**src/hdl/pdsm_pkg.sv**
```systemverilog
// Constants shared by the divider and spread modulator block.
// Assumes one clock domain and no register bus.
package pdsm_pkg;
  // ----------------------------------------------------------
  // Sizes
  // ----------------------------------------------------------
  localparam int N_LOOPS = 4;
  localparam int N_BANKS = 6;
  localparam int REF_W = 7;
  localparam int FB_W = 12;
  localparam int FRAC_W = 4;
  localparam int M_W = 14;
  localparam int ODIV_W = 7;
  localparam int DCNT_W = 8;
  localparam int N_SAMPLES = 12;
  localparam int SAMP_W = 4;
  localparam int IDX_W = 4;
  localparam int ACC_W = 8;
  localparam int OFS_W = 6;
  localparam int MOD_W = 11;
  localparam int FRAC_SHIFT = 6;
  localparam int FBM_W = 21;
  localparam int LFSR_W = 8;
  // ----------------------------------------------------------
  // Codes and reset values
  // ----------------------------------------------------------
  localparam logic [ODIV_W-1:0] ODIV_ALL_ONES = 7'h7F;
  localparam logic [DCNT_W-1:0] ODIV_ADD = 8'h02;
  localparam logic [1:0] OFF_LOW = 2'h0;
  localparam logic [1:0] OFF_HIGH = 2'h1;
  localparam logic [4:0] TSSC_ADD_M1 = 5'h01;
  localparam logic [LFSR_W-1:0] LFSR_SEED = 8'hA5;
  typedef enum {PDSM_RISE_A, PDSM_FALL_A, PDSM_RISE_B, PDSM_FALL_B}
    pdsm_quad_t;
endpackage

```
**src/hdl/pdsm_mem_if.sv**
```systemverilog
// Carrier between the modulator and its delta-sample store.
// Assumes both ends sit on clk_sys.
interface pdsm_mem_if;
  import pdsm_pkg::*;
  logic wr_en;
  logic [IDX_W-1:0] wr_idx;
  logic [SAMP_W-1:0] wr_data;
  logic [IDX_W-1:0] rd_idx;
  logic [SAMP_W-1:0] rd_data;
  modport core (output wr_en, wr_idx, wr_data, rd_idx, input rd_data);
  modport mem (input wr_en, wr_idx, wr_data, rd_idx, output rd_data);
endinterface

```
**src/hdl/pdsm_core.sv**
```systemverilog
// Loop divide values, output dividers and the first-loop spread
// modulator of a four-loop clock generator.
// Assumes all inputs are synchronous to clk_sys (the PFD clock).
// Functional notes
// (RQ1) Each loop passes a 7-bit reference and 12-bit feedback value.
// (RQ2) First loop feedback is 2*fb+frac+1, or 2*fb when frac is zero.
// (RQ3) Direct output has no divider; each bank has its own divider.
// (RQ4) All-ones code: off or /1; else /2 or /((code+2)*2).
// (RQ5) Disabled divider holds its pin high, low or released.
// (RQ6) Software disables a divider only for a bank never used.
// (RQ7) Spread runs while step period code is nonzero.
// (RQ8) One waveform step every code+2 cycles; codes 5 to 14 only.
// (RQ9) Samples per quadrant are twice the code; codes 1 to 6 only.
// (RQ10) Four quadrants are mirror images of one stored quadrant.
// (RQ11) Six-bit spread offset shifts the waveform; zero is centred.
// (RQ12) Twelve 4-bit delta samples are held; first N are used.
// (RQ13) Waveform starts at the offset and adds each next delta.
// (RQ14) Software keeps the delta sum within 63 minus the offset.
// (RQ15) Dither randomizes the modulator input word's lowest bit.
// (RQ16) Amplitude double doubles the accumulated delta value.
// (RQ17) Software sets amplitude double for amplitudes between 1 and 2.
// (RQ18) Software never spreads with zero offset and all-zero deltas.
// (RQ19) Software programs nonzero frac when first-loop spread is on.
// (RQ20) Fourth loop spread follows its enable bit.
// (RQ21) A modulation cycle lasts four times samples times step period.
// (RQ22) Modulator output is added to the fractional feedback each cycle.
module pdsm_core import pdsm_pkg::*; (
  input wire logic clk_sys,
  input wire logic rst,
  input wire logic [N_LOOPS-1:0][REF_W-1:0] ref_div,
  input wire logic [N_LOOPS-1:0][FB_W-1:0] fb_count,
  input wire logic [FRAC_W-1:0] frac_add,
  output logic [N_LOOPS-1:0][REF_W-1:0] loop_ref_div,
  output logic [N_LOOPS-1:0][M_W-1:0] loop_fb_total,
  input wire logic direct_clk_in,
  output logic direct_output,
  input wire logic [N_BANKS-1:0] bank_clk_in,
  input wire logic [N_BANKS-1:0][ODIV_W-1:0] odiv_code,
  input wire logic [N_BANKS-1:0] path_mode_bit,
  input wire logic [N_BANKS-1:0][1:0] off_state_select,
  output logic [N_BANKS-1:0] bank_out,
  output logic [N_BANKS-1:0] bank_oe_n,
  input wire logic [3:0] step_period_code,
  input wire logic [2:0] quadrant_samples_code,
  input wire logic [OFS_W-1:0] spread_offset,
  input wire logic dither_enable,
  input wire logic amplitude_double,
  input wire logic sample_wr_en,
  input wire logic [IDX_W-1:0] sample_wr_idx,
  input wire logic [SAMP_W-1:0] delta_samples,
  output logic spread_active,
  output logic [FBM_W-1:0] fb_spread_word,
  input wire logic fourth_loop_spread_enable,
  output logic fourth_loop_spread_active
);
  // ----------------------------------------------------------
  // Loop divide values
  // ----------------------------------------------------------
  function automatic logic [M_W-1:0] fb_total(
    input logic [FB_W-1:0] fb, input logic [FRAC_W-1:0] fr,
    input logic first);
    logic [M_W-1:0] dbl;
    dbl = {1'b0, fb, 1'b0};
    if (!first) return M_W'(fb); // [RQ1]
    if (fr == '0) return dbl; // [RQ2]
    return dbl + M_W'(fr) + M_W'(1); // [RQ2]
  endfunction

  for (genvar l = 0; l < N_LOOPS; l++) begin : g_loop
    // Registered so downstream sees a settled value
    always_ff @(posedge clk_sys) begin
      if (rst) begin
        loop_ref_div[l] <= '0;
        loop_fb_total[l] <= '0;
      end else begin
        loop_ref_div[l] <= ref_div[l]; // [RQ1]
        loop_fb_total[l] <= fb_total(fb_count[l], frac_add, l == 0);
      end
    end
  end

  // Direct path: a retiming flop only, no divider
  always_ff @(posedge clk_sys) begin
    if (rst) direct_output <= 1'b0;
    else direct_output <= direct_clk_in; // [RQ3]
  end

  // ----------------------------------------------------------
  // Output dividers, one per bank
  // ----------------------------------------------------------
  for (genvar b = 0; b < N_BANKS; b++) begin : g_bank
    logic in_prev_q;
    logic tog_q;
    logic [DCNT_W-1:0] cnt_q;
    logic all_ones, disabled, bypass, rise;
    logic [DCNT_W-1:0] half;
    assign all_ones = odiv_code[b] == ODIV_ALL_ONES;
    assign disabled = all_ones && !path_mode_bit[b]; // [RQ4]
    assign bypass = all_ones && path_mode_bit[b]; // [RQ4]
    assign rise = bank_clk_in[b] && !in_prev_q;
    // Toggle every half period of input rising edges; /2 toggles each rising edge
    assign half = path_mode_bit[b] ?
      DCNT_W'(odiv_code[b]) + ODIV_ADD : DCNT_W'(1); // [RQ4]

    always_ff @(posedge clk_sys) begin
      if (rst) in_prev_q <= 1'b0;
      else in_prev_q <= bank_clk_in[b];
    end

    // Counter parked while off or bypassed so a restart is clean
    always_ff @(posedge clk_sys) begin
      if (rst || disabled || bypass) begin
        cnt_q <= '0;
        tog_q <= 1'b0;
      end else if (rise) begin
        if (cnt_q >= half - DCNT_W'(1)) begin
          cnt_q <= '0;
          tog_q <= ~tog_q; // [RQ4]
        end else begin
          cnt_q <= cnt_q + DCNT_W'(1);
        end
      end
    end

    // Pin drive; a disabled bank stays powered and holds its pin high, low or released
    always_ff @(posedge clk_sys) begin
      if (rst) begin
        bank_out[b] <= 1'b0;
        bank_oe_n[b] <= 1'b1;
      end else if (disabled) begin
        bank_out[b] <= off_state_select[b] == OFF_HIGH; // [RQ5]
        bank_oe_n[b] <= !(off_state_select[b] == OFF_LOW ||
                          off_state_select[b] == OFF_HIGH); // [RQ5]
      end else begin
        bank_out[b] <= bypass ? bank_clk_in[b] : tog_q;
        bank_oe_n[b] <= 1'b0;
      end
    end
  end

  // ----------------------------------------------------------
  // Spread modulator, first loop
  // ----------------------------------------------------------
  pdsm_mem_if mem_bus ();
  pdsm_sample_mem u_mem (
    .clk_sys (clk_sys),
    .rst (rst),
    .bus (mem_bus.mem)
  );

  logic active, step;
  logic [4:0] per_cnt_q;
  logic [IDX_W-1:0] idx_q, last_idx;
  logic [ACC_W-1:0] acc_q, samp;
  logic [LFSR_W-1:0] lfsr_q;
  logic [ACC_W:0] scaled;
  logic signed [MOD_W-1:0] mod_d, mod_q;
  pdsm_quad_t quad_q;

  assign active = step_period_code != 4'h0; // [RQ7]
  assign step = active &&
    per_cnt_q == 5'(step_period_code) + TSSC_ADD_M1; // [RQ8]
  assign last_idx = IDX_W'({quadrant_samples_code, 1'b0}) -
    IDX_W'(1); // [RQ9]
  assign samp = ACC_W'(mem_bus.rd_data);
  // Read address moves only on a step or when spread stops, and steps are at least
  // three cycles apart (seven for codes 5 to 14), so the registered read is always settled
  assign mem_bus.rd_idx = idx_q;
  assign mem_bus.wr_en = sample_wr_en;
  assign mem_bus.wr_idx = sample_wr_idx;
  assign mem_bus.wr_data = delta_samples;

  // Step period counter
  always_ff @(posedge clk_sys) begin
    if (rst || !active || step) per_cnt_q <= '0;
    else per_cnt_q <= per_cnt_q + 5'h01; // [RQ8]
  end

  // Walk one stored quadrant up, back down, and repeat mirrored
  always_ff @(posedge clk_sys) begin
    if (rst || !active) begin
      idx_q <= '0;
      acc_q <= '0;
      quad_q <= PDSM_RISE_A;
    end else if (step) begin
      case (quad_q)
        PDSM_RISE_A, PDSM_RISE_B: begin
          acc_q <= acc_q + samp; // [RQ13]
          if (idx_q == last_idx) begin
            quad_q <= quad_q == PDSM_RISE_A ? PDSM_FALL_A : PDSM_FALL_B;
          end else begin
            idx_q <= idx_q + IDX_W'(1);
          end
        end
        default: begin
          acc_q <= acc_q - samp; // [RQ10]
          if (idx_q == '0) begin
            quad_q <= quad_q == PDSM_FALL_A ? PDSM_RISE_B : PDSM_RISE_A;
          end else begin
            idx_q <= idx_q - IDX_W'(1); // [RQ21]
          end
        end
      endcase
    end
  end

  // Free-running dither source
  always_ff @(posedge clk_sys) begin
    if (rst) lfsr_q <= LFSR_SEED;
    else lfsr_q <= {lfsr_q[6:0],
                    lfsr_q[7] ^ lfsr_q[5] ^ lfsr_q[4] ^ lfsr_q[3]};
  end

  // Second half of the cycle is the first half sign-flipped
  always_comb begin
    scaled = amplitude_double ? {acc_q, 1'b0} : {1'b0, acc_q}; // [RQ16]
    scaled[0] = scaled[0] ^ (dither_enable & lfsr_q[0]); // [RQ15]
    if (quad_q == PDSM_RISE_B || quad_q == PDSM_FALL_B) begin
      mod_d = MOD_W'(spread_offset) - MOD_W'(scaled); // [RQ10]
    end else begin
      mod_d = MOD_W'(spread_offset) + MOD_W'(scaled); // [RQ11]
    end
  end

  always_ff @(posedge clk_sys) begin
    if (rst || !active) mod_q <= '0;
    else mod_q <= mod_d;
  end

  // Feedback in 1/64 units; wraps if software breaks the delta limit
  always_ff @(posedge clk_sys) begin
    if (rst) begin
      fb_spread_word <= '0;
      spread_active <= 1'b0;
    end else begin
      spread_active <= active; // [RQ7]
      fb_spread_word <= FBM_W'({loop_fb_total[0], 6'h00}) +
        {{(FBM_W-MOD_W){mod_q[MOD_W-1]}}, mod_q}; // [RQ22]
    end
  end

  // Fourth loop: the spread arithmetic lives elsewhere
  always_ff @(posedge clk_sys) begin
    if (rst) fourth_loop_spread_active <= 1'b0;
    else fourth_loop_spread_active <= fourth_loop_spread_enable; // [RQ20]
  end
endmodule // pdsm_core

```
**src/hdl/pdsm_sample_mem.sv**
```systemverilog
// Twelve-entry store of 4-bit delta samples with a registered read.
// Assumes writes to indices above eleven are dropped.
module pdsm_sample_mem import pdsm_pkg::*; (
  input wire logic clk_sys,
  input wire logic rst,
  pdsm_mem_if.mem bus
);
  logic [SAMP_W-1:0] mem_q [N_SAMPLES];
  logic [SAMP_W-1:0] rd_q;

  // ----------------------------------------------------------
  // Storage, one entry per generate step
  // ----------------------------------------------------------
  for (genvar e = 0; e < N_SAMPLES; e++) begin : g_ent
    always_ff @(posedge clk_sys) begin
      if (rst) begin
        mem_q[e] <= '0;
      end else if (bus.wr_en && bus.wr_idx == IDX_W'(e)) begin
        mem_q[e] <= bus.wr_data; // [RQ12]
      end
    end
  end

  // Registered read; out of range reads as zero
  always_ff @(posedge clk_sys) begin
    if (rst) begin
      rd_q <= '0;
    end else if (bus.rd_idx < IDX_W'(N_SAMPLES)) begin
      rd_q <= mem_q[bus.rd_idx];
    end else begin
      rd_q <= '0;
    end
  end
  assign bus.rd_data = rd_q;
endmodule // pdsm_sample_mem

```
**config.mk**
```make
export PLATFORM = sky130hd
export DESIGN_NAME = pdsm_core
export DESIGN_NICKNAME = d
export VERILOG_FILES = /design/src/hdl/pdsm_pkg.sv /design/src/hdl/pdsm_mem_if.sv /design/src/hdl/pdsm_core.sv /design/src/hdl/pdsm_sample_mem.sv
export SDC_FILE = /design/constraint.sdc
export NUM_CORES = 1
export LEC_CHECK = 0
export ABC_AREA = 1
export BUFFER_PORTS_ARGS = -buffer_cell sky130_fd_sc_hd__buf_2
export CAP_MARGIN = 20
export CORE_MARGIN = 8
export CORE_UTILIZATION = 45
export CTS_CLUSTER_SIZE = 10
export DETAILED_ROUTE_END_ITERATION = 10
export HOLD_SLACK_MARGIN = 0.08
export PLACE_DENSITY = 0.7
export SYNTH_ARGS = -nofsm -noshare
export SYNTH_HDL_FRONTEND = slang
export SYNTH_SLANG_ARGS = --single-unit
export TNS_END_PERCENT = 30
```
**constraint.sdc**
```tcl
create_clock -name clk_sys -period 3 [get_ports clk_sys]
set_input_delay 0.9 -clock clk_sys [delete_from_list [all_inputs] [get_ports clk_sys]]
set_output_delay 0.9 -clock clk_sys [all_outputs]
set_load 0.01 [all_outputs]
```
==> results.cfg, run 1 <==
[clock_tree]
clock-sinks = 264
cts_resized = 0
numCtsBuffers = 31
root_buffer = clkbuf_16
post_cts_buffers = 0
worstSkewPairLatency_ps = 560
cts_hold_buf = 0
clkTransAtPathRegs_ps = 60
htree_levels = 1
cts_tree = done
clockBufferDepth = 3

[power_and_ir_drop]
switching_power_mw = 2.23
clkPwrFrac_pct = 39.1
switching_share_pct = 26.1
pwr-share-seq_pct = 45.5
p_per_area_nw_per_um2 = 473
peakVddDrop_mv = 0.448
intPower_mw = 6.30
power_leakage_nw = 9.20
pwr-share-comb_pct = 15.5

[detailed_routing]
num_vias = 13700
wl_mm = 35.6
drt-wirelength-per-cell_microns = 12.5
vias_per_cell = 4.80
ant_nets = 0
drt_first_pass_iters = 6
drtIter0Drc = 623
drc_errors = 0

[global_routing]
grt.total_usage_pct = 17.7
grt.met1_usage_pct = 21.0
use_met2_pct = 32.1
overflow = 0
gr-usage-met3_pct = 3.92
busiest_layer = met2
grt_pass1_vias = 13200
grt_pass1_wl_mm = 59.3
grt_antenna_before_repair = 6
grt_start_max_net_pins = 110

[setup_path]
arrival_ps = 3160
critical_path.top_delay_family = simple AND/OR/NAND/NOR gates
path_common_cell = nand2_1
worstPathCellList = buf_2, ha_1, nand2_1, nand3_1, a21oi_1, nand2_1, nor2_1, nand2_1, nand2_1, nand2_1, ha_1, a21o_1, nor2_1, nand3_1, nand2_1, nand2_1, nor3_1
required_ps = 3470
worstSetupEndpointType = register
max_stage_delay_ps = 280
start_kind = input pin
cp_slowest_cell = ha_1
critPathKind = in -> reg
path_max_fanout = 7
critPathBufInv = 1

[layout]
fillers = 3056
layout-drive-gt1-share_pct = 18.4
num-nets-final = 2685
fin_area_sq_um = 18000
area_growth_pct = 22.1

[timing]
period_share_pct = 89.8
drv_slew = 0
setup_viol = 0
slew_headroom_pct = 53.3
hold_viol_final = 0
fmax_ghz = 0.371
worst_pin_slew_ps = 693
rsz0062_at_grt = no
period_minus_slack_ps = 2690
clock_skew_ps = 18.1
final.setup.tns_ps = 0

[yosys]
async_reset_ff_share_pct = 0
yosysTopAreaCell = dfxtp_1
avgSynthCellArea_sq_um = 7.26
yosysSeqAreaShare_pct = 39.0
syn_inst = 2036
synth-edff-count = 48
ys_ff_latch = 264
synthesis.area_sq_um = 14800
netlist.area_leader.share_pct = 29.3
ys_warn_count = 0
synth_cell_types = 43
synth_common_cells = nand2_1 (394), nor2_1 (355), inv_1 (298), dfxtp_1 (216), nand3_1 (125)
post-synth-top-count-cell = nand2_1
ys.flop_type = dfxtp_1
synth_area_leaders = dfxtp_1 (29%), nand2_1 (10%), edfxtp_1 (9.8%)

[outcome]
status = completed

[floorplanning]
core-area_sq_um = 32500
die_h_microns = 197
num_rows = 66
start_util_pct = 45.5
ios = 294
dieArea_sq_um = 38900
die_w_microns = 197

[placed_design]
post_dp_cell_area_sq_um = 17100
numPortBuffers = 287
gp_congestion = 0.879
dp_hpwl_mm = 28.0

[min_path]
worstHoldPathType = reg -> reg

[flow_run]
max_cap_violations = 0
-- sequential cells by signal, indices dropped and copies added (netlist names) --
signal and count:
acc_q 8, bank_oe_n 6, bank_out 6, direct_output 1
fb_spread_word 21, fourth_loop_spread_active 1, g_bank.cnt_q 48, g_bank.in_prev_q 6
g_bank.tog_q 6, idx_q 4, lfsr_q 8, loop_fb_total 50
loop_ref_div 28, mod_q 11, per_cnt_q 5, quad_q 2
spread_active 1, u_mem.bus.rd_data 4, u_mem.mem_q 48
-- per-stage QoR --
step                total power, mW  util (%)  cells  worst slack, ps  hold slack [ps]
global route                   8.99      55.6   2850             7.45              416
CTS                            8.64      55.6   2849              306              400
floorplan                      4.76         -   2041             41.7              388
detailed placement             5.27      52.8   2801             -269              393
finish                         8.53      55.6   2850              307              399
global placement               5.23      52.8   2801             -215              389
-- worst min-delay path, cell delays in order (launching register included) --
cell     delay (ps)
dfxtp_1         290
inv_1            40
nor2_1           30
-- cells by family after synthesis --
kind of cell	count (synthesis)	share of synthesized area (%)
buf+inv	349	9.16
compound gates	243	8.93
other cells	1	0.0254
fa+ha+maj	119	10.4
flops	264	39.0
simple gates	997	28.7
xor+xnor	63	3.73
-- layout by cell type, fill, tap and decap left out, types with 6 or more instances in the layout --
cell,count
xor2_1,39
edfxtp_1,48
conb_1,6
dfxtp_1,216
a21o_1,7
nand2_2,6
inv_1,297
o21ai_0,89
or2_2,13
inv_2,8
xnor2_1,24
nand3_1,125
clkbuf_1,11
nor2_2,10
ha_1,113
fa_1,6
nand3b_1,14
nand4_1,41
clkbuf_16,31
buf_4,73
nand2_1,392
nor3_1,21
buf_2,286
a21oi_1,112
o21bai_1,11
nor2_1,355
o221ai_1,8
-- power groups by stage --
stage / combinational [mW] / clock [mW] / sequential (mW)
final: 1.32 / 3.33 / 3.88
after detailed placement: 1.32 / 0 / 3.95
after global routing: 1.51 / 3.58 / 3.90
after floorplan: 0.784 / 0 / 3.98
after CTS: 1.33 / 3.43 / 3.88
after global placement: 1.29 / 0 / 3.95
-- path summary, 6_finish.rpt --
path | startpoint | endpoint | slack [ps] | cells past startpoint
max | odiv_code[36] | g_bank[5].cnt_q[5] | 310 | 17
min | mod_q[1] | fb_spread_word[1] | 400 | 2
max reg2reg | quad_q[0] | acc_q[6] | 510 | 11
min reg2reg | mod_q[1] | fb_spread_word[1] | 400 | 2
-- per-layer routing --
metal / routed length [microns] / share of wire [%]
met5: 63 / 0.18
met3: 2070 / 5.8
met1: 15500 / 43
met4: 671 / 1.9
met2: 17300 / 49
-- final cells by class --
class / instances / area, sq um / share of cell area, %
antenna: 1 / 2.50 / 0.0139
clock buffer: 46 / 872 / 4.83
clock inverter: 2 / 13.8 / 0.0763
inverter: 307 / 1150 / 6.39
multi-input combinational: 1428 / 7680 / 42.6
sequential: 264 / 5770 / 32.0
tap: 442 / 553 / 3.07
timing repair buffer: 360 / 2000 / 11.1
Power figures use the tool's default switching activity.
==> inputs of run 2 (changes only) <==
--- a/config.mk
+++ b/config.mk
@@ -9,11 +9,12 @@
 export BUFFER_PORTS_ARGS = -buffer_cell sky130_fd_sc_hd__buf_2
 export CAP_MARGIN = 20
 export CORE_MARGIN = 8
-export CORE_UTILIZATION = 45
+export CORE_UTILIZATION = 51
 export CTS_CLUSTER_SIZE = 10
 export DETAILED_ROUTE_END_ITERATION = 10
 export HOLD_SLACK_MARGIN = 0.08
-export PLACE_DENSITY = 0.7
+export PLACE_DENSITY = 0.78
+export SKIP_LAST_GASP = 1
 export SYNTH_ARGS = -nofsm -noshare
 export SYNTH_HDL_FRONTEND = slang
 export SYNTH_SLANG_ARGS = --single-unit
==> run 2 against run 1 <==
  * Combinational power is essentially flat
  * Largest cell class unchanged
  * Highest routed layer unchanged
  * Clock skew down 3.8 ps
  * Critical endpoint is now g_bank[2].cnt_q[6]
  * Wire length is 0.73% lower
  * Global-route usage rose by 1.9 points
  * Worst setup slack got worse by 29 ps
==> results.cfg, run 2 (synthesis results as in run 1) <==
[timing]
worst_pin_slew_ps = 703
fmax_ghz = 0.367
rsz0062_at_grt = yes
setup_viol = 0
slew_headroom_pct = 52.6
period_minus_slack_ps = 2720
setup_ws_ps = 278
clock_skew_ps = 14.3
holdWs_ps = 403
final.setup.tns_ps = 0
hold_viol_final = 0
period_share_pct = 90.7
drv_slew = 0

[clock_tree]
htree_levels = 1
clkTransAtPathRegs_ps = 50
post_cts_buffers = 0
root_buffer = clkbuf_16
cts_tree = done
cts_hold_buf = 0
clock-sinks = 264
worstSkewPairLatency_ps = 550
clockBufferDepth = 3
numCtsBuffers = 31
cts_resized = 0

[setup_path]
worstPathCellList = buf_2, ha_1, nand2_1, nand3_1, a21oi_1, and3_1, nand2_1, nand2_1, nand2_1, ha_1, nand2_1, nor2_1, nand4_1, nand3_1, nand2_1, nand2_1, nor2_1
cp_slowest_cell = ha_1
r2r_end = acc_q[6]
critPathKind = in -> reg
critPathLaunch = odiv_code[15]
timing.rr.start = quad_q[0]
path_common_cell = nand2_1
max_stage_delay_ps = 290
critPathCapture = g_bank[2].cnt_q[6]
arrival_ps = 3150
required_ps = 3430
rrSetupSlack_ps = 480
worstSetupEndpointType = register
path_max_fanout = 7
start_kind = input pin
ff2ff_path_depth = 11

[power_and_ir_drop]
peakVddDrop_mv = 0.427
pwr-share-seq_pct = 45.6
power_leakage_nw = 9.16
clkPwrFrac_pct = 38.9
p_per_area_nw_per_um2 = 474
pwr-share-comb_pct = 15.4
switching_power_mw = 2.23
intPower_mw = 6.26
switching_share_pct = 26.3

[layout]
num-nets-final = 2678
fin_area_sq_um = 17900
reg_top3 = loop_fb_total x50, g_bank.cnt_q x48, u_mem.mem_q x48
fillers = 2533
area_growth_pct = 21.2
multi_input_area_sq_um = 7680
final_util_pct = 62.5
seq_area_sq_um = 5770
regMostFlops = loop_fb_total
largest_reg_flops = 50
final_common_cell = nand2_1
layout-drive-gt1-share_pct = 18.0
final_cell_mix = nand2_1 (394), nor2_1 (355), inv_1 (297), buf_2 (286), dfxtp_1 (216)

[placed_design]
numPortBuffers = 287
post_dp_cell_area_sq_um = 17000
dp_worst_setup_slack_ps = -283
dp_hpwl_mm = 27.6
gp_congestion = 0.888

[detailed_routing]
drt-wirelength-per-cell_microns = 12.7
drtIter0Drc = 653
vias_per_cell = 4.96
ant_nets = 0
num_vias = 13800
wl_mm = 35.3
drt_first_pass_iters = 5
drc_errors = 0

[floorplanning]
ios = 294
die_w_microns = 186
start_util_pct = 51.6
dieArea_sq_um = 34700
core-area_sq_um = 28600
die_h_microns = 186
num_rows = 62

[outcome]
status = completed

[global_routing]
grt_pass1_vias = 13500
grt_pass1_wl_mm = 57.9
grt_antenna_before_repair = 6
gr-usage-met3_pct = 3.90
grt.met1_usage_pct = 21.5
grt_start_max_net_pins = 110
busiest_layer = met2
use_met2_pct = 37.2
grt.total_usage_pct = 19.6
overflow = 0

[min_path]
worstHoldPathType = reg -> reg

[flow_run]
max_cap_violations = 0
[run 2: cell types whose count changed in the layout (fill, tap and decap cells not counted)]
cell,before,now
diode_2,1,3
clkbuf_8,4,3
nand2_1,392,394
clkinv_2,1,2
buf_4,73,66
nand2_2,6,4
clkinv_1,2,3
inv_2,8,7
inv_6,1,0
[run 2: layout make-up]
class	instances	share of cell area, %
antenna	3	0.0419
inverter	307	6.44
sequential	264	32.2
timing repair buffer	353	10.9
clock buffer	45	4.80
multi-input combinational	1428	42.9
tap	384	2.68
clock inverter	2	0.0559
[run 2: routing by layer]
metal,vias to the layer above,routed length (microns)
met5,-,43
met4,8,826
met3,58,2460
met2,383,17900
met1,6190,14100
li1,7187,-
[run 2: per-stage QoR]
step	total power, mW	instances
after global routing	8.91	2785
after global placement	5.21	2736
after CTS	8.58	2783
final	8.49	2786
after floorplan	4.76	2041
after detailed placement	5.26	2736
[run 2: how the worst min path moves through the flow]
| stage | startpoint | to | slack, ps | depth (start not counted) |
|---|---|---|---|---|
| floorplan | mod_q[0] | fb_spread_word[0] | 390 | 2 |
| detailed placement | mod_q[4] | fb_spread_word[4] | 400 | 2 |
| finish | mod_q[4] | fb_spread_word[4] | 400 | 2 |
| global placement | mod_q[4] | fb_spread_word[4] | 390 | 2 |
| CTS | mod_q[4] | fb_spread_word[4] | 400 | 2 |
| global route | mod_q[4] | fb_spread_word[4] | 410 | 2 |
[run 2: power groups by stage]
stage          registers (mW)  clock network (mW)  logic (mW)
3_5_place_dp             3.95                   0        1.31
5_1_grt                  3.90                3.52        1.50
4_1_cts                  3.88                3.39        1.32
3_3_place_gp             3.94                   0        1.27
2_1_floorplan            3.98                   0       0.784
6_report                 3.88                3.30        1.31
[run 2: critical path, delay by kind of cell]
kind,cells,cell delay (ps)
compound gates,1,160
fa+ha+maj,2,580
buf+inv,1,110
simple gates,13,1430
